File: src/common/charge_setpoint_pkg.sv
/*
 Constants, types and timing for the charge setpoint limiter.
 Assumes a 40 MHz system clock and comparator inputs asynchronous to it.
*/
`default_nettype none
package charge_setpoint_pkg;
   //----------------------------------------
   // Register map
   //----------------------------------------
   localparam logic [3:0] ADDR_VOLT_REQ  = 4'h0; // Requested voltage, mV
   localparam logic [3:0] ADDR_CURR_REQ  = 4'h1; // Requested current, mA
   localparam logic [3:0] ADDR_OPTION    = 4'h2; // Option bits
   localparam logic [3:0] ADDR_STATUS    = 4'h3; // Status bits
   localparam logic [3:0] ADDR_VOLT_OUT  = 4'h4; // Programmed output voltage
   localparam logic [3:0] ADDR_CURR_OUT  = 4'h5; // Effective current setpoint
   localparam int OPT_LOW_CURRENT_PULSE_MODE_DIS_BIT       = 0;
   localparam int OPT_NEW_BATT_BIT       = 1;
   localparam int ST_VOLT_OR_BIT         = 0;
   localparam int ST_ADAPTER_BIT         = 1;
   localparam int ST_PWR_FAULT_BIT       = 2;
   localparam int ST_LOW_CURRENT_PULSE_MODE_BIT            = 3;
   localparam int ST_WAKE_BIT            = 4;
   localparam int ST_ADAPT_LIM_BIT       = 5;
   //----------------------------------------
   // Setpoint constants
   //----------------------------------------
   localparam logic [15:0] VREF_MV       = 16'h0450; // 1104mV
   localparam logic [15:0] VOUT_MIN_MV   = 16'h0B54; // 2900mV
   localparam logic [15:0] VSTEP_MASK    = 16'hFFF0; // 16mV steps
   localparam logic [15:0] WAKE_MA       = 16'h0050; // 80mA
   localparam logic [15:0] CURR_CEIL_MA [4] = '{16'h03FF, 16'h07FE, 16'h0BFC, 16'h0FFC};
   localparam logic [15:0] CURR_STEP_MASK [4] = '{16'hFFFF, 16'hFFFE, 16'hFFFC, 16'hFFFC};
   localparam logic [15:0] VOLT_CEIL_MV [5] = '{16'h1090, 16'h10D0, 16'h1150, 16'h11A0, 16'h1580};
   //----------------------------------------
   // Timing
   //----------------------------------------
   localparam int CLK_HZ          = 40_000_000;
   localparam int LOW_CURRENT_PULSE_MODE_BIT_MS     = 45;
   localparam int LOW_CURRENT_PULSE_MODE_BIT_CYC    = (CLK_HZ / 1000) * LOW_CURRENT_PULSE_MODE_BIT_MS;
   localparam int SEL_STABLE_CYC  = 16;
   localparam int PULSE_PERIOD    = 8; // Pulse train period, 1 high of 8
   //----------------------------------------
   // Types
   //----------------------------------------
   typedef struct packed {
      logic ok_130mv;  // Input above sense by 130mV
      logic ok_25mv;   // Input above sense by 25mV
      logic ok_neg25mv; // Input above sense minus 25mV
      logic adapt_hi;  // Adapter sense above threshold
      logic adapt_lo;  // Adapter sense below threshold minus hysteresis
      logic clim_100mv; // Adapter current sense above 100mV
   } comp_t;
   typedef struct packed {
      logic charge_en;
      logic fet_slow_off;
      logic fet_fast_off;
      logic adapter_detect;
      logic adapt_limit;
   } pins_t;
   typedef enum logic [1:0] {
      FET_OFF  = 2'b00,
      FET_ON   = 2'b01,
      FET_SLOW = 2'b10,
      FET_FAST = 2'b11
   } fet_state_t;
endpackage
`default_nettype wire

File: src/verilog/charge_setpoint_limiter.sv
/*
 Charge setpoint limiter: clamps voltage and current requests to resistor
 selected ceilings, drives the current delta-sigma bit, and keeps input and
 adapter status. Assumes comparator and select inputs are asynchronous.
*/
// Decided for this implementation: the placing of the registers and strobed register access.
`default_nettype none
module charge_setpoint_limiter
   import charge_setpoint_pkg::*;
#(
   parameter int LOW_CURRENT_PULSE_MODE_CYC = LOW_CURRENT_PULSE_MODE_BIT_CYC
) (
   input  wire logic        clk_sys,   // 40 MHz clock
   input  wire logic        rst_n,     // Async reset, active low
   input  wire logic [3:0]  addr,      // Register address
   input  wire logic [15:0] wdata,     // Write data
   input  wire logic        wr_stb,    // Write strobe
   input  wire logic        rd_stb,    // Read strobe
   output logic      [15:0] rdata,     // Read data, cycle after strobe
   input  wire logic [1:0]  cur_sel_raw, // Current select comparator code
   input  wire logic [2:0]  vol_sel_raw, // Voltage select comparator code
   input  wire charge_setpoint_pkg::comp_t comp_raw, // Analog comparator results
   input  wire logic        wake_req,  // Wake-up request to current DAC
   output logic [15:0]      volt_dac,  // Voltage DAC code, mV above ref
   output logic             curr_dac_bit, // Current delta-sigma bit
   output charge_setpoint_pkg::pins_t pins // Pin and switch controls
);
   import charge_setpoint_pkg::*;

   //----------------------------------------
   // Reset and input synchronisers
   //----------------------------------------
   logic [1:0] rst_sync_r;
   logic       rst_l;
   logic [4:0] sel_s1_r, sel_s2_r;
   comp_t      comp_s1_r, comp_s2_r;

   // Release reset through two flip-flops
   always_ff @(posedge clk_sys or negedge rst_n) begin
      if (!rst_n) rst_sync_r <= 2'b00;
      else rst_sync_r <= {rst_sync_r[0], 1'b1};
   end
   assign rst_l = rst_sync_r[1];

   // Two-stage synchronisers for all analog inputs
   always_ff @(posedge clk_sys or negedge rst_l) begin
      if (!rst_l) begin
         sel_s1_r  <= 5'h00;
         sel_s2_r  <= 5'h00;
         comp_s1_r <= '0;
         comp_s2_r <= '0;
      end else begin
         sel_s1_r  <= {vol_sel_raw, cur_sel_raw};
         sel_s2_r  <= sel_s1_r;
         comp_s1_r <= comp_raw;
         comp_s2_r <= comp_s1_r;
      end
   end

   //----------------------------------------
   // Select class latch
   //----------------------------------------
   logic [4:0] sel_prev_r;
   logic [4:0] stable_cnt_r;
   logic       sel_valid_r;
   logic [1:0] cur_cls_r;
   logic [2:0] vol_cls_r;
   logic       sel_same;
   logic [2:0] vol_cls_in;

   assign sel_same   = (sel_s2_r == sel_prev_r);
   assign vol_cls_in = (sel_s2_r[4:2] > 3'h4) ? 3'h4 : sel_s2_r[4:2];

   // Latch classes once after they hold steady; later changes are ignored
   always_ff @(posedge clk_sys or negedge rst_l) begin
      if (!rst_l) begin
         sel_prev_r   <= 5'h00;
         stable_cnt_r <= 5'h00;
         sel_valid_r  <= 1'b0;
         cur_cls_r    <= 2'h0;
         vol_cls_r    <= 3'h0;
      end else begin
         sel_prev_r <= sel_s2_r;
         if (!sel_same) stable_cnt_r <= 5'h00;
         else if (stable_cnt_r != 5'(SEL_STABLE_CYC)) stable_cnt_r <= stable_cnt_r + 5'h01;
         if (!sel_valid_r && sel_same && stable_cnt_r == 5'(SEL_STABLE_CYC)) begin
            sel_valid_r <= 1'b1;
            cur_cls_r   <= sel_s2_r[1:0];
            vol_cls_r   <= vol_cls_in;
         end
      end
   end

   //----------------------------------------
   // Request registers
   //----------------------------------------
   logic [15:0] volt_req_r, curr_req_r;
   logic        low_current_pulse_mode_dis_r, new_batt_r;
   logic        got_volt_r, got_curr_r;
   logic        wr_volt, wr_curr, wr_opt;

   assign wr_volt = wr_stb && addr == ADDR_VOLT_REQ;
   assign wr_curr = wr_stb && addr == ADDR_CURR_REQ;
   assign wr_opt  = wr_stb && addr == ADDR_OPTION;

   // Software writes; setting the new-battery bit forgets both commands
   always_ff @(posedge clk_sys or negedge rst_l) begin
      if (!rst_l) begin
         volt_req_r <= 16'h0000;
         curr_req_r <= 16'h0000;
         low_current_pulse_mode_dis_r <= 1'b0;
         new_batt_r <= 1'b0;
         got_volt_r <= 1'b0;
         got_curr_r <= 1'b0;
      end else begin
         if (wr_volt) volt_req_r <= wdata;
         if (wr_curr) curr_req_r <= wdata;
         if (wr_opt) begin
            low_current_pulse_mode_dis_r <= wdata[OPT_LOW_CURRENT_PULSE_MODE_DIS_BIT];
            new_batt_r <= wdata[OPT_NEW_BATT_BIT];
         end else begin
            new_batt_r <= 1'b0;
         end
         // Fresh write wins over new-battery clear
         got_volt_r <= wr_volt || (got_volt_r && !new_batt_r);
         got_curr_r <= wr_curr || (got_curr_r && !new_batt_r);
      end
   end

   //----------------------------------------
   // Voltage path
   //----------------------------------------
   logic [15:0] vceil, vreq_q, volt_nxt;
   logic        volt_or_nxt;

   assign vceil       = VOLT_CEIL_MV[vol_cls_r];
   assign vreq_q      = volt_req_r & VSTEP_MASK;
   assign volt_or_nxt = vreq_q > vceil;
   assign volt_nxt    = (vreq_q < VREF_MV) ? 16'h0000 :
                        volt_or_nxt ? 16'(vceil - VREF_MV) :
                        16'(vreq_q - VREF_MV);

   //----------------------------------------
   // Current setpoint
   //----------------------------------------
   logic [15:0] cceil, cset, creq_q;
   logic        wake_act, low_current_pulse_mode_nxt;

   assign wake_act = wake_req || !(got_volt_r && got_curr_r);
   assign cceil    = CURR_CEIL_MA[cur_cls_r];
   assign creq_q   = curr_req_r & CURR_STEP_MASK[cur_cls_r];
   assign cset     = wake_act ? WAKE_MA :
                     (creq_q >= cceil) ? cceil : creq_q;
   assign low_current_pulse_mode_nxt = !low_current_pulse_mode_dis_r && (cset < (cceil >> 4));

   //----------------------------------------
   // Delta-sigma modulator and pulse train
   //----------------------------------------
   logic [16:0] acc_r;
   logic [16:0] acc_sum;
   logic [15:0] ds_in;
   logic [31:0] slow_cnt_r;
   logic [2:0]  pulse_cnt_r;
   logic        ds_bit_r, low_current_pulse_mode_r, step;

   // Pulse mode steps every 45ms, otherwise every clock
   assign step    = !low_current_pulse_mode_r || slow_cnt_r == 32'(LOW_CURRENT_PULSE_MODE_CYC - 1);
   // Pulses carry an eighth of full scale, so pulse mode runs eight times the
   // density to keep the average at the request; cset is below cceil/16 there
   assign ds_in   = low_current_pulse_mode_r ? {cset[12:0], 3'h0} : cset;
   assign acc_sum = acc_r + {1'b0, ds_in};

   // First-order modulator: density cset/cceil
   always_ff @(posedge clk_sys or negedge rst_l) begin
      if (!rst_l) begin
         acc_r       <= 17'h00000;
         ds_bit_r    <= 1'b0;
         slow_cnt_r  <= 32'h00000000;
         pulse_cnt_r <= 3'h0;
         low_current_pulse_mode_r      <= 1'b0;
      end else begin
         low_current_pulse_mode_r      <= low_current_pulse_mode_nxt;
         pulse_cnt_r <= pulse_cnt_r + 3'h1;
         slow_cnt_r  <= step ? 32'h00000000 : slow_cnt_r + 32'h00000001;
         if (step) begin
            if (acc_sum >= {1'b0, cceil}) begin
               acc_r    <= 17'(acc_sum - {1'b0, cceil});
               ds_bit_r <= 1'b1;
            end else begin
               acc_r    <= acc_sum;
               ds_bit_r <= 1'b0;
            end
         end
      end
   end

   // Pulse mode gates a 1-of-8 train with the modulator bit
   logic dac_bit_nxt;
   assign dac_bit_nxt = low_current_pulse_mode_r ? (ds_bit_r && pulse_cnt_r == 3'(PULSE_PERIOD - 1))
                               : ds_bit_r;

   //----------------------------------------
   // Input switch and adapter status
   //----------------------------------------
   fet_state_t fet_r, fet_nxt;
   logic       adapter_r, pwr_fault_r;

   // Enable at 130mV, slow off below 25mV, fast off below -25mV
   always_comb begin
      fet_nxt = fet_r;
      case (fet_r)
         FET_OFF:  if (comp_s2_r.ok_130mv) fet_nxt = FET_ON;
         FET_ON:   if (!comp_s2_r.ok_neg25mv) fet_nxt = FET_FAST;
                   else if (!comp_s2_r.ok_25mv) fet_nxt = FET_SLOW;
         FET_SLOW: if (!comp_s2_r.ok_neg25mv) fet_nxt = FET_FAST;
                   else if (comp_s2_r.ok_130mv) fet_nxt = FET_ON;
         FET_FAST: if (comp_s2_r.ok_130mv) fet_nxt = FET_ON;
         default:  fet_nxt = FET_OFF;
      endcase
   end

   always_ff @(posedge clk_sys or negedge rst_l) begin
      if (!rst_l) begin
         fet_r       <= FET_OFF;
         adapter_r   <= 1'b0;
         pwr_fault_r <= 1'b1;
      end else begin
         fet_r       <= fet_nxt;
         pwr_fault_r <= (fet_nxt != FET_ON);
         if (comp_s2_r.adapt_hi) adapter_r <= 1'b1;
         else if (comp_s2_r.adapt_lo) adapter_r <= 1'b0;
      end
   end

   //----------------------------------------
   // Outputs and status
   //----------------------------------------
   logic volt_or_r;

   always_ff @(posedge clk_sys or negedge rst_l) begin
      if (!rst_l) begin
         volt_dac     <= 16'h0000;
         volt_or_r    <= 1'b0;
         curr_dac_bit <= 1'b0;
         pins         <= '0;
      end else begin
         volt_dac     <= volt_nxt;
         volt_or_r    <= volt_or_nxt;
         curr_dac_bit <= dac_bit_nxt;
         pins.charge_en      <= (fet_nxt == FET_ON) && sel_valid_r;
         pins.fet_slow_off   <= (fet_nxt == FET_SLOW);
         pins.fet_fast_off   <= (fet_nxt == FET_FAST);
         pins.adapter_detect <= adapter_r;
         pins.adapt_limit    <= comp_s2_r.clim_100mv;
      end
   end

   // Read mux, data valid the cycle after the strobe
   logic [15:0] status_w, rd_nxt;
   assign status_w = 16'({pins.adapt_limit, wake_act, low_current_pulse_mode_r, pwr_fault_r, adapter_r, volt_or_r});
   assign rd_nxt = !rd_stb ? 16'h0000 :
                   (addr == ADDR_VOLT_REQ) ? volt_req_r :
                   (addr == ADDR_CURR_REQ) ? curr_req_r :
                   (addr == ADDR_OPTION)   ? {15'h0000, low_current_pulse_mode_dis_r} :
                   (addr == ADDR_STATUS)   ? status_w :
                   (addr == ADDR_VOLT_OUT) ? volt_dac :
                   (addr == ADDR_CURR_OUT) ? cset : 16'h0000;

   always_ff @(posedge clk_sys or negedge rst_l) begin
      if (!rst_l) rdata <= 16'h0000;
      else rdata <= rd_nxt;
   end

endmodule
`default_nettype wire
File: config.mk
export PLATFORM = sky130hd
export DESIGN_NAME = charge_setpoint_limiter
export DESIGN_NICKNAME = d
export VERILOG_FILES = /design/src/common/charge_setpoint_pkg.sv /design/src/verilog/charge_setpoint_limiter.sv
export SDC_FILE = /design/constraint.sdc
export NUM_CORES = 1
export LEC_CHECK = 0
export BUFFER_PORTS_ARGS = -buffer_cell sky130_fd_sc_hd__buf_2
export CAP_MARGIN = 20
export CORE_MARGIN = 1.5
export CORE_UTILIZATION = 34
export DETAILED_ROUTE_END_ITERATION = 12
export GPL_ROUTABILITY_DRIVEN = 0
export GPL_TIMING_DRIVEN = 1
export HOLD_SLACK_MARGIN = 0.05
export PLACE_DENSITY_LB_ADDON = 0.1
export SLEW_MARGIN = 20
export SYNTH_ARGS = -nofsm -noshare
export SYNTH_HDL_FRONTEND = slang
export SYNTH_SLANG_ARGS = --single-unit
File: constraint.sdc
create_clock -name clk_sys -period 11.5 [get_ports clk_sys]
set_clock_uncertainty 0.15 [all_clocks]
set_input_delay 1.15 -clock clk_sys [delete_from_list [all_inputs] [get_ports clk_sys]]
set_output_delay 1.15 -clock clk_sys [all_outputs]
set_load 0.01 [all_outputs]
# Word level (Yosys, flattened, before mapping)
# Memory sizes are Yosys's and may differ from the RTL's.
# Index checks and enable logic that the tools add are counted.
[word_totals] regBits=173 rom_bits=128 mem_count=1 elab_cells=139 in_bits=36
[classes] bitwise=3 n_mux=35 magnitude_cmp=8 add_sub_neg=7 n_reduce_logical=24 n_eq_ne=18
[mem_list] memory="(no name shown)" depth=8 width=16 read_ports=1 rd_ports_with_merged_regs=0 wr=0 line_no="charge_setpoint_limiter.sv:136" text="assign vceil = VOLT_CEIL_MV[vol_cls_r];"
[ops] operator="2-to-1 mux 16 bit" count=18
[ops] operator="binary-select mux 16 bit (select 2 bit)" count=2
[ops] operator="adder 32 x 1 -> 32 bit (second input constant)" count=1
[ops] operator="equality test 32 x 21 -> 1 bit (second input constant)" count=1
[ops] operator="2-to-1 mux 32 bit" count=1
[ops] operator="subtractor 16 x 11 -> 16 bit (second input constant)" count=2
[ops] operator="adder 17 x 16 -> 17 bit" count=1
[ops] operator="greater-or-equal comparator 17 x 16 -> 1 bit" count=1
[ops] operator="2-to-1 mux 17 bit" count=1
[ops] operator="subtractor 17 x 16 -> 17 bit" count=1
[ops] operator="bitwise AND 16 bit" count=1
[ops] operator="greater-or-equal comparator 16 bit" count=1
[ops] operator="> comparator 16 bit" count=1
[ops] operator="less-than comparator 16 x 11 -> 1 bit (second input constant)" count=1
[ops] operator="less-than comparator 16 x 12 -> 1 bit" count=1
[ops] operator="logical AND 1 bit" count=11
[ops] operator="2-to-1 mux 5 bit" count=2
[ops] operator="equality test 2 bit (second input constant)" count=4
[ops] operator="equality test 4 x 2 -> 1 bit (second input constant)" count=2
[ops] operator="equality test 4 x 3 -> 1 bit (second input constant)" count=2
[ops] operator="2-to-1 mux 2 bit" count=4
[ops] operator="case mux 2 bit (3 select lines)" count=1
[ops] operator="adder 5 x 1 -> 5 bit (second input constant)" count=1
[ops] operator="equality test 5 bit" count=1
[ops] operator="other kinds (20)" count=33

# Depth between registers and ports, before layout
# Gate-level depths: netlist of run 1.
[depth] ltp_word=15 depth_mapped=28 ltp_nobuf=25

# Worst setup path before layout of run 1
# OpenSTA, ideal clock, no wires.
[synth_timing] kind="input -> register" start="input port wake_req" end="register acc_r[5]" cell_stages=21 t_required_ns=11.219 slack_ns=6.128 path_buffers=3 arrival_time_ns=5.091 setup_ns=0.131 path_cell_list="or3_1 > clkbuf_1 > or3_1 > nand2_1 > o21ai_0 > ha_1 > clkbuf_1 > a21o_1 > a31o_2 > a31o_2 > a21oi_1 > xnor2_1 > ha_1 > a21oi_1 > inv_1 > a2111o_1 > a21oi_4 > buf_2 > a21oi_1 > xnor2_1 > o21ai_1"
[synth_between] elab_chain_len=6 word_cells_on_any_way=7 classes_between="add/sub: 2; order compare: 1; mux: 3; reduce/logical: 1"
[synth_lines] item="start: declaration" line_no="charge_setpoint_limiter.sv:23" text="input wire logic wake_req,"
[synth_lines] item="logical OR 1 bit (*)" line_no="charge_setpoint_limiter.sv:149" text="assign wake_act = wake_req || !(got_volt_r && got_curr_r);"
[synth_lines] item="2-to-1 mux 16 bit (*)" line_no="charge_setpoint_limiter.sv:152" text="assign cset = wake_act ? WAKE_MA :"
[synth_lines] item="2-to-1 mux 16 bit (*)" line_no="charge_setpoint_limiter.sv:170" text="assign ds_in = low_current_pulse_mode_r ? {cset[12:0], 3'h0} : cset;"
[synth_lines] item="adder 17 x 16 -> 17 bit (*)" line_no="charge_setpoint_limiter.sv:171" text="assign acc_sum = acc_r + {1'b0, ds_in};"
[synth_lines] item="subtractor 17 x 16 -> 17 bit / greater-or-equal comparator 17 x 16 -> 1 bit (equally long branches)" line_no="charge_setpoint_limiter.sv:187, charge_setpoint_limiter.sv:186"
[synth_lines] item="2-to-1 mux 17 bit (*)" line_no="charge_setpoint_limiter.sv:186" text="if (acc_sum >= {1'b0, cceil}) begin"
[synth_lines] item="end signal: assignment" line_no="charge_setpoint_limiter.sv:187" text="acc_r <= 17'(acc_sum - {1'b0, cceil});"
[synth_lines] item="end signal: assignment" line_no="charge_setpoint_limiter.sv:190" text="acc_r <= acc_sum;"
[synth_lines] item="end: declaration" line_no="charge_setpoint_limiter.sv:159" text="logic [16:0] acc_r;"
# Mark *: on every way between the ends. The rest lies on a longest branch, timed or not.
# A chain may end at the register's enable or synchronous reset.

# Worst setup path in the final report of run 1
[layout_timing] start="register cur_cls_r[1]" end="register acc_r[11]"
[layout_between] elab_chain_len=12 word_cells_on_any_way=16 classes_between="add/sub: 2; order compare: 2; mux: 10; bitwise: 2"
[layout_lines] item="start: declaration" line_no="charge_setpoint_limiter.sv:66" text="logic [1:0] cur_cls_r;"
[layout_lines] item="start signal: assignment" line_no="charge_setpoint_limiter.sv:88" text="cur_cls_r <= sel_s2_r[1:0];"
[layout_lines] item="NOT 2 -> 3 bit (not written as such) (*)" line_no="charge_setpoint_limiter.sv:150, charge_setpoint_limiter.sv:151"
[layout_lines] item="binary-select mux 16 bit (select 2 bit)" line_no="charge_setpoint_limiter.sv:151" text="assign creq_q = curr_req_r & CURR_STEP_MASK[cur_cls_r];"
[layout_lines] item="2-to-1 mux 16 bit (not written as such) (2 in a row)" line_no="charge_setpoint_limiter.sv:151"
[layout_lines] item="bitwise AND 16 bit" line_no="charge_setpoint_limiter.sv:151"
[layout_lines] item="greater-or-equal comparator 16 bit" line_no="charge_setpoint_limiter.sv:153" text="(creq_q >= cceil) ? cceil : creq_q;"
[layout_lines] item="2-to-1 mux 16 bit" line_no="charge_setpoint_limiter.sv:153"
[layout_lines] item="2-to-1 mux 16 bit" line_no="charge_setpoint_limiter.sv:152"
[layout_lines] item="2-to-1 mux 16 bit" line_no="charge_setpoint_limiter.sv:170"
[layout_lines] item="adder 17 x 16 -> 17 bit" line_no="charge_setpoint_limiter.sv:171"
[layout_lines] item="subtractor 17 x 16 -> 17 bit / greater-or-equal comparator 17 x 16 -> 1 bit (equally long branches)" line_no="charge_setpoint_limiter.sv:187, charge_setpoint_limiter.sv:186"
[layout_lines] item="2-to-1 mux 17 bit (*)" line_no="charge_setpoint_limiter.sv:186"
# Mark *: on every way between the ends. The rest lies on a longest branch, timed or not. The select of a mux whose other input is x is not followed.

==> results.py, run 1 <==
metrics = {
    "run_status": {
        "run_status": "complete, no violations",
    },
    "power_and_ir_drop": {
        "leakage_nw": 4.559,
        "ir_worst_vdd_uv": 95.95,
        "finalPower_w": 0.002311,
        "power.density_nw_per_um2": 223.5,
    },
    "floorplanning": {
        "die_area_um2": 27580,
        "io_pins": 74,
        "rows": 59,
        "die_height_um": 166.1,
        "fp.dieW_um": 166.1,
        "start_util_pct": 34.70,
        "core_area_um2": 26060,
    },
    "drt": {
        "ant_nets": 0,
        "wl_per_cell_um": 17.34,
        "routed_wl_um": 22850,
        "drt_first_pass_iters": 5,
        "vias": 6702,
        "drc": 0,
        "avgViaCountPerCell": 5.085,
        "dr.first_iter.drc_count": 355,
    },
    "sta": {
        "final.setup.tns_ns": 0,
        "slew_headroom_pct": 26.08,
        "rsz0062_at_grt": "no",
        "finalHoldViolations": 0,
        "tightest_slew_ns": 1.099,
        "drv_slew": 0,
        "finalSetupViolCount": 0,
        "fin_crit_sh_pct": 55.03,
        "min_period_ns": 6.328,
        "fmax_ghz": 0.1580,
    },
    "cells_and_area": {
        "fin_nets": 1048,
        "filler_cell_count": 2634,
        "syn_to_final_growth_pct": 14.36,
        "drive_gt1_share_pct": 17.33,
    },
    "global_routing": {
        "antenna_found_initial": 5,
        "overflow": 0,
        "track_usage_pct": 17.11,
        "grt_max_degree": 73,
        "grt_first_pass_wirelength_um": 37180,
        "grt_pass1_vias": 6604,
    },
    "worst_setup_path": {
        "timing.rr.end": "acc_r[11]",
        "end_kind": "flop",
        "crit_fanout": 16,
        "crit_start": "cur_cls_r[1]",
        "r2r_cells": 21,
        "setup.worst_path.class": "reg -> reg",
        "endpoint": "acc_r[11]",
        "worstPathArrival_ns": 6.50,
        "reg2reg_setup_slack_ns": 5.17,
        "worstSetupStartpointType": "flop",
        "reg2reg_from": "cur_cls_r[1]",
        "required_ns": 11.67,
    },
    "place": {
        "portBuffers": 69,
        "dp_hpwl_um": 16850,
    },
    "yosys": {
        "synth_area_um2": 9041,
        "syn_avg_cell_area_um2": 9.979,
        "synth_warnings": 0,
        "synth_top_flop_cell": "dfrtp_1",
        "synthAdderAreaFrac_pct": 6.255,
        "yosysUniqueCellTypes": 81,
        "synthArstFlopShare_pct": 100.0,
        "synth_top_family_by_area": "simple AND/OR/NAND/NOR gates",
        "synth-simple-area-share_pct": 17.17,
        "synth_compound_area_share_pct": 13.87,
        "yosysSeqAreaShare_pct": 46.79,
        "synthCells": 906,
        "ys_ff_latch": 169,
        "muxShareOfSynthArea_pct": 6.158,
        "synth_xor_area_share_pct": 5.992,
        "synth-edff-count": 0,
    },
    "clock_network": {
        "clock_latency_ns": 0.44,
        "cts.clk_slew.worst_paths_ns": 0.08,
        "postCtsSetupBuffers": 0,
        "root_buffer": "clkbuf_16",
        "h-tree-depth": 4,
        "cts_resized": 0,
        "cts_max_path_buffers": 2,
        "cts.sinks": 169,
        "cts_made_buffers": 17,
        "cts_tree": "done",
        "ctsHoldBuffers": 0,
    },
    "job": {
        "drv_cap": 0,
    },
    "hold_path": {
        "holdCritPathClass": "reg -> reg",
    },
}
==> report_power, final <==
part           leakage, nW  internal, W  switching (W)
clock network        0.312     0.000308       0.000314
logic                 2.11     0.000380       0.000531
registers             2.13     0.000690      0.0000880
==> per-layer routing <==
layer / vias to the layer above / track usage, % / wire [um] / share of wire, %
met4: 6 / 4.622 / 284 / 1.2
li1: 3322 / - / - / -
met1: 3207 / 24.44 / 11050 / 48
met2: 141 / 26.11 / 10300 / 45
met5: - / 0 / 34 / 0.15
met3: 26 / 3.765 / 1184 / 5.2
==> per-stage QoR <==
step	setup slack (ns)	cell area [um2]	instances	utilization [%]	hold WS [ns]
floorplan	6.128	9060	911	-	0.1812
global placement	5.226	9689	1284	37.18	0.1813
finish	5.172	10340	1318	39.68	0.2019
CTS	5.219	10330	1316	39.66	0.2044
detailed placement	5.148	9689	1284	37.18	0.1847
global route	4.544	10330	1316	39.66	0.2088
==> worst min path at each step <==
| stage | start | end | cells past startpoint |
|---|---|---|---|
| after CTS | sel_s1_r[0] | sel_s2_r[0] | 0 |
| after global placement | comp_s1_r[4] | comp_s2_r[4] | 0 |
| after detailed placement | comp_s1_r[4] | comp_s2_r[4] | 0 |
| after floorplan | comp_s1_r[0] | comp_s2_r[0] | 0 |
| final | comp_s1_r[2] | comp_s2_r[2] | 0 |
| after global routing | sel_s1_r[0] | sel_s2_r[0] | 0 |
==> critical path: stages (launching register included) <==
cell and delay (ns):
dfrtp_1 0.50, inv_1 0.23, ha_1 0.26, nor4_1 0.44, nand3_1 0.40, o211ai_1 0.45
nand2b_1 0.22, inv_1 0.07, ha_1 0.31, a211oi_4 0.35, o211ai_1 0.20, a31o_2 0.27
a21oi_1 0.17, xnor2_1 0.17, ha_1 0.31, a21oi_1 0.23, inv_1 0.09, a2111o_1 0.37
a21oi_4 0.43, nand2_1 0.21, a221oi_1 0.33, nor2_1 0.06
==> synthesized netlist by cell type (9+ instances only) <==
cell type  number  area, um2
o21ai_0        40      200.2
clkbuf_1       21      78.83
ha_1           42      525.5
nand3_1        29      145.1
a21oi_1        47      235.2
xor2_1         29      254.0
o211ai_1        9      67.56
nand2_1        64      240.2
mux2i_1        14      140.1
nor2_1        103      386.6
inv_1          41      153.9
a211oi_1       11      82.58
nor2b_1        14      87.58
nor3_1         19      95.09
nor4_1         12      75.07
dfrtp_1       168       4204
nand4_1        10      62.56
and3_1         15      93.84
and2_1          9      56.30
xnor2_1        31      271.5
or3_1          12      75.07
nand2b_1       10      62.56
mux2_2         37      416.7
==> cell usage in the layout, fill, tap and decap left out, drive strengths merged, types with 4 or more instances in the layout <==
cell type / n
nor2b: 14
ha: 42
nand2b: 10
o211ai: 10
a211oi: 13
o21a: 8
a21o: 10
a21oi: 50
conb: 7
clkinv: 6
xnor2: 31
or3: 14
o221ai: 5
o31ai: 4
buf: 72
o21ai: 47
nor2: 103
mux2: 37
nor4: 12
nand2: 64
clkbuf: 17
xor2: 30
and2: 12
nand3: 30
nand4: 10
nor3: 19
dfrtp: 168
mux2i: 14
and3: 15
inv: 51
==> cell type report <==
type | instances | area (um2) | share of cell area [%]
Tap cell | 335 | 419.2 | 4.054
Clock inverter | 15 | 220.2 | 2.130
Sequential cell | 169 | 4234 | 40.95
Clock buffer | 17 | 425.4 | 4.114
Inverter | 42 | 157.7 | 1.525
Antenna cell | 2 | 5.005 | 0.04840
Timing Repair Buffer | 72 | 367.9 | 3.558
Multi-Input combinational cell | 666 | 4511 | 43.62
==> sequential cells by signal (all words and copies together), names as in the netlist, 3 cells and up <==
| name | flops |
|---|---|
| acc_r | 17 |
| pulse_cnt_r | 3 |
| sel_s1_r | 5 |
| volt_dac | 12 |
| sel_prev_r | 5 |
| comp_s1_r | 6 |
| curr_req_r | 16 |
| sel_s2_r | 5 |
| vol_cls_r | 3 |
| pins | 5 |
| slow_cnt_r | 32 |
| comp_s2_r | 6 |
| rdata | 16 |
| stable_cnt_r | 5 |
| volt_req_r | 16 |
==> cell families after synthesis <==
kind of cell               Yosys count
other                                2
AOI/OAI and AO/OA                  184
adders and majority gates           44
DFF                                169
muxes                               51
buffers and inverters               76
and+or+nand+nor                    319
xor gates and xnor gates            61
Power figures use the tool's default switching activity.
==> inputs of run 2 (changes only) <==
- clock period: 11.5 -> 5.75 ns (I/O delays scaled with it)
==> results.py, run 2 (synthesized netlist as in run 1, its figures left out) <==
metrics = {
    "sta": {
        "finalSetupViolCount": 0,
        "fin_crit_sh_pct": 93.37,
        "slew_headroom_pct": 32.16,
        "final.setup.tns_ns": 0,
        "rsz0062_at_grt": "no",
        "drv_slew": 0,
        "finalHoldViolations": 0,
        "tightest_slew_ns": 1.008,
        "min_period_ns": 5.369,
        "fin_ws_ns": 0.3810,
        "fmax_ghz": 0.1863,
    },
    "worst_setup_path": {
        "cp.depth": 25,
        "crit_fanout": 6,
        "setup.worst_path.class": "reg -> reg",
        "cp_common_cell": "nor2_1",
        "crit_path_top_delay_cell": "or4_1",
        "r2r_cells": 25,
        "critPathBufInv": 3,
        "end_kind": "flop",
        "timing.rr.end": "acc_r[1]",
        "reg2reg_from": "curr_req_r[11]",
        "crit_family": "compound AO/OA/AOI/OAI gates",
        "reg2reg_setup_slack_ns": 0.38,
        "worstSetupStartpointType": "flop",
        "endpoint": "acc_r[1]",
        "worstPathArrival_ns": 5.56,
        "crit_start": "curr_req_r[11]",
        "required_ns": 5.94,
        "max_stage_delay_ns": 0.48,
    },
    "drt": {
        "routed_wl_um": 23010,
        "ant_nets": 0,
        "drt_first_pass_iters": 5,
        "drc": 0,
        "dr.first_iter.drc_count": 441,
        "avgViaCountPerCell": 5.103,
        "wl_per_cell_um": 17.19,
        "vias": 6833,
    },
    "cells_and_area": {
        "final_area_um2": 10520,
        "reg.largest.list": "slow_cnt_r x32, acc_r x17",
        "fin_nets": 1069,
        "largest_reg_flops": 32,
        "multi_input_area_um2": 4532,
        "largest_register": "slow_cnt_r",
        "final_common_cell": "dfrtp_1",
        "seq_area_um2": 4234,
        "filler_cell_count": 2588,
        "drive_gt1_share_pct": 19.46,
        "syn_to_final_growth_pct": 16.39,
        "layout_common_cells": "dfrtp_1 (167), nor2_1 (103), buf_2 (69), nand2_1 (64), a21oi_1 (45)",
    },
    "place": {
        "dp_hpwl_um": 16970,
        "placed_area_um2": 9814,
        "portBuffers": 69,
        "pre_cts_slack_ns": 0.1187,
    },
    "clock_network": {
        "cts_max_path_buffers": 2,
        "cts.sinks": 169,
        "clock_latency_ns": 0.43,
        "cts_made_buffers": 17,
        "root_buffer": "clkbuf_16",
        "cts.clk_slew.worst_paths_ns": 0.08,
        "h-tree-depth": 4,
        "cts_tree": "done",
    },
    "global_routing": {
        "grt_max_degree": 111,
        "overflow": 0,
        "grt_pass1_vias": 6738,
        "track_usage_pct": 17.43,
        "grt_first_pass_wirelength_um": 37920,
        "antenna_found_initial": 3,
    },
    "hold_path": {
        "holdCritPathClass": "in -> reg",
    },
    "job": {
        "drv_cap": 0,
    },
    "floorplanning": {
        "rows": 59,
        "die_area_um2": 27580,
        "start_util_pct": 34.70,
        "io_pins": 74,
        "die_height_um": 166.1,
        "core_area_um2": 26060,
        "fp.dieW_um": 166.1,
    },
    "power_and_ir_drop": {
        "power.density_nw_per_um2": 443.7,
        "ir_worst_vdd_uv": 233.1,
        "finalPower_w": 0.004669,
        "leakage_nw": 4.657,
    },
    "run_status": {
        "run_status": "complete, no violations",
    },
}
==> run 2: through the flow <==
| step | hold WS, ns | utilization [%] | instances |
|---|---|---|---|
| after detailed placement | 0.1847 | 37.66 | 1299 |
| after floorplan | 0.1294 | - | 911 |
| after global routing | 0.06114 | 40.37 | 1338 |
| after global placement | 0.1828 | 37.66 | 1299 |
| final | 0.08893 | 40.38 | 1339 |
| after CTS | 0.06897 | 40.14 | 1332 |
==> run 2: final cells by class <==
cell class / count / area share [%]
diodes: 2 / 0.04756
clock buffers: 17 / 4.043
clock inverters: 15 / 1.986
inverters: 42 / 1.498
multi-input cells: 666 / 43.07
flip-flops and latches: 169 / 40.24
well taps: 335 / 3.983
repair buffers: 93 / 5.137
==> run 2: worst min path at each step <==
stage                              start             to  slack (ns)  cells after the start
after floorplan                    rst_n  rst_sync_r[0]        0.13                      0
after global placement      comp_s1_r[1]   comp_s2_r[1]        0.18                      0
after detailed placement    comp_s2_r[0]        pins[0]        0.18                      0
after CTS                    comp_raw[5]   comp_s1_r[5]        0.07                      1
after global routing      vol_sel_raw[2]    sel_s1_r[4]        0.06                      1
final                     vol_sel_raw[1]    sel_s1_r[3]        0.09                      1
==> run 2: what timing repair did <==
action                     in CTS  in global routing
hold endpoints to repair        2                  0
hold buffers                    1                  0
setup endpoints to repair       0                 18
resized for setup               0                  5
setup buffers                   0                  5
==> run 2: power by group <==
group          internal, W  switching, W
sequential         0.00138      0.000176
combinational     0.000824       0.00108
clock             0.000606      0.000601
==> run 2: per-layer routing <==
metal	vias to the layer above	track usage [%]	wire length, um
li1	3367	-	-
met1	3303	24.67	11160
met4	2	4.896	377
met2	142	27.23	10590
met5	-	0	16
met3	19	3.217	868
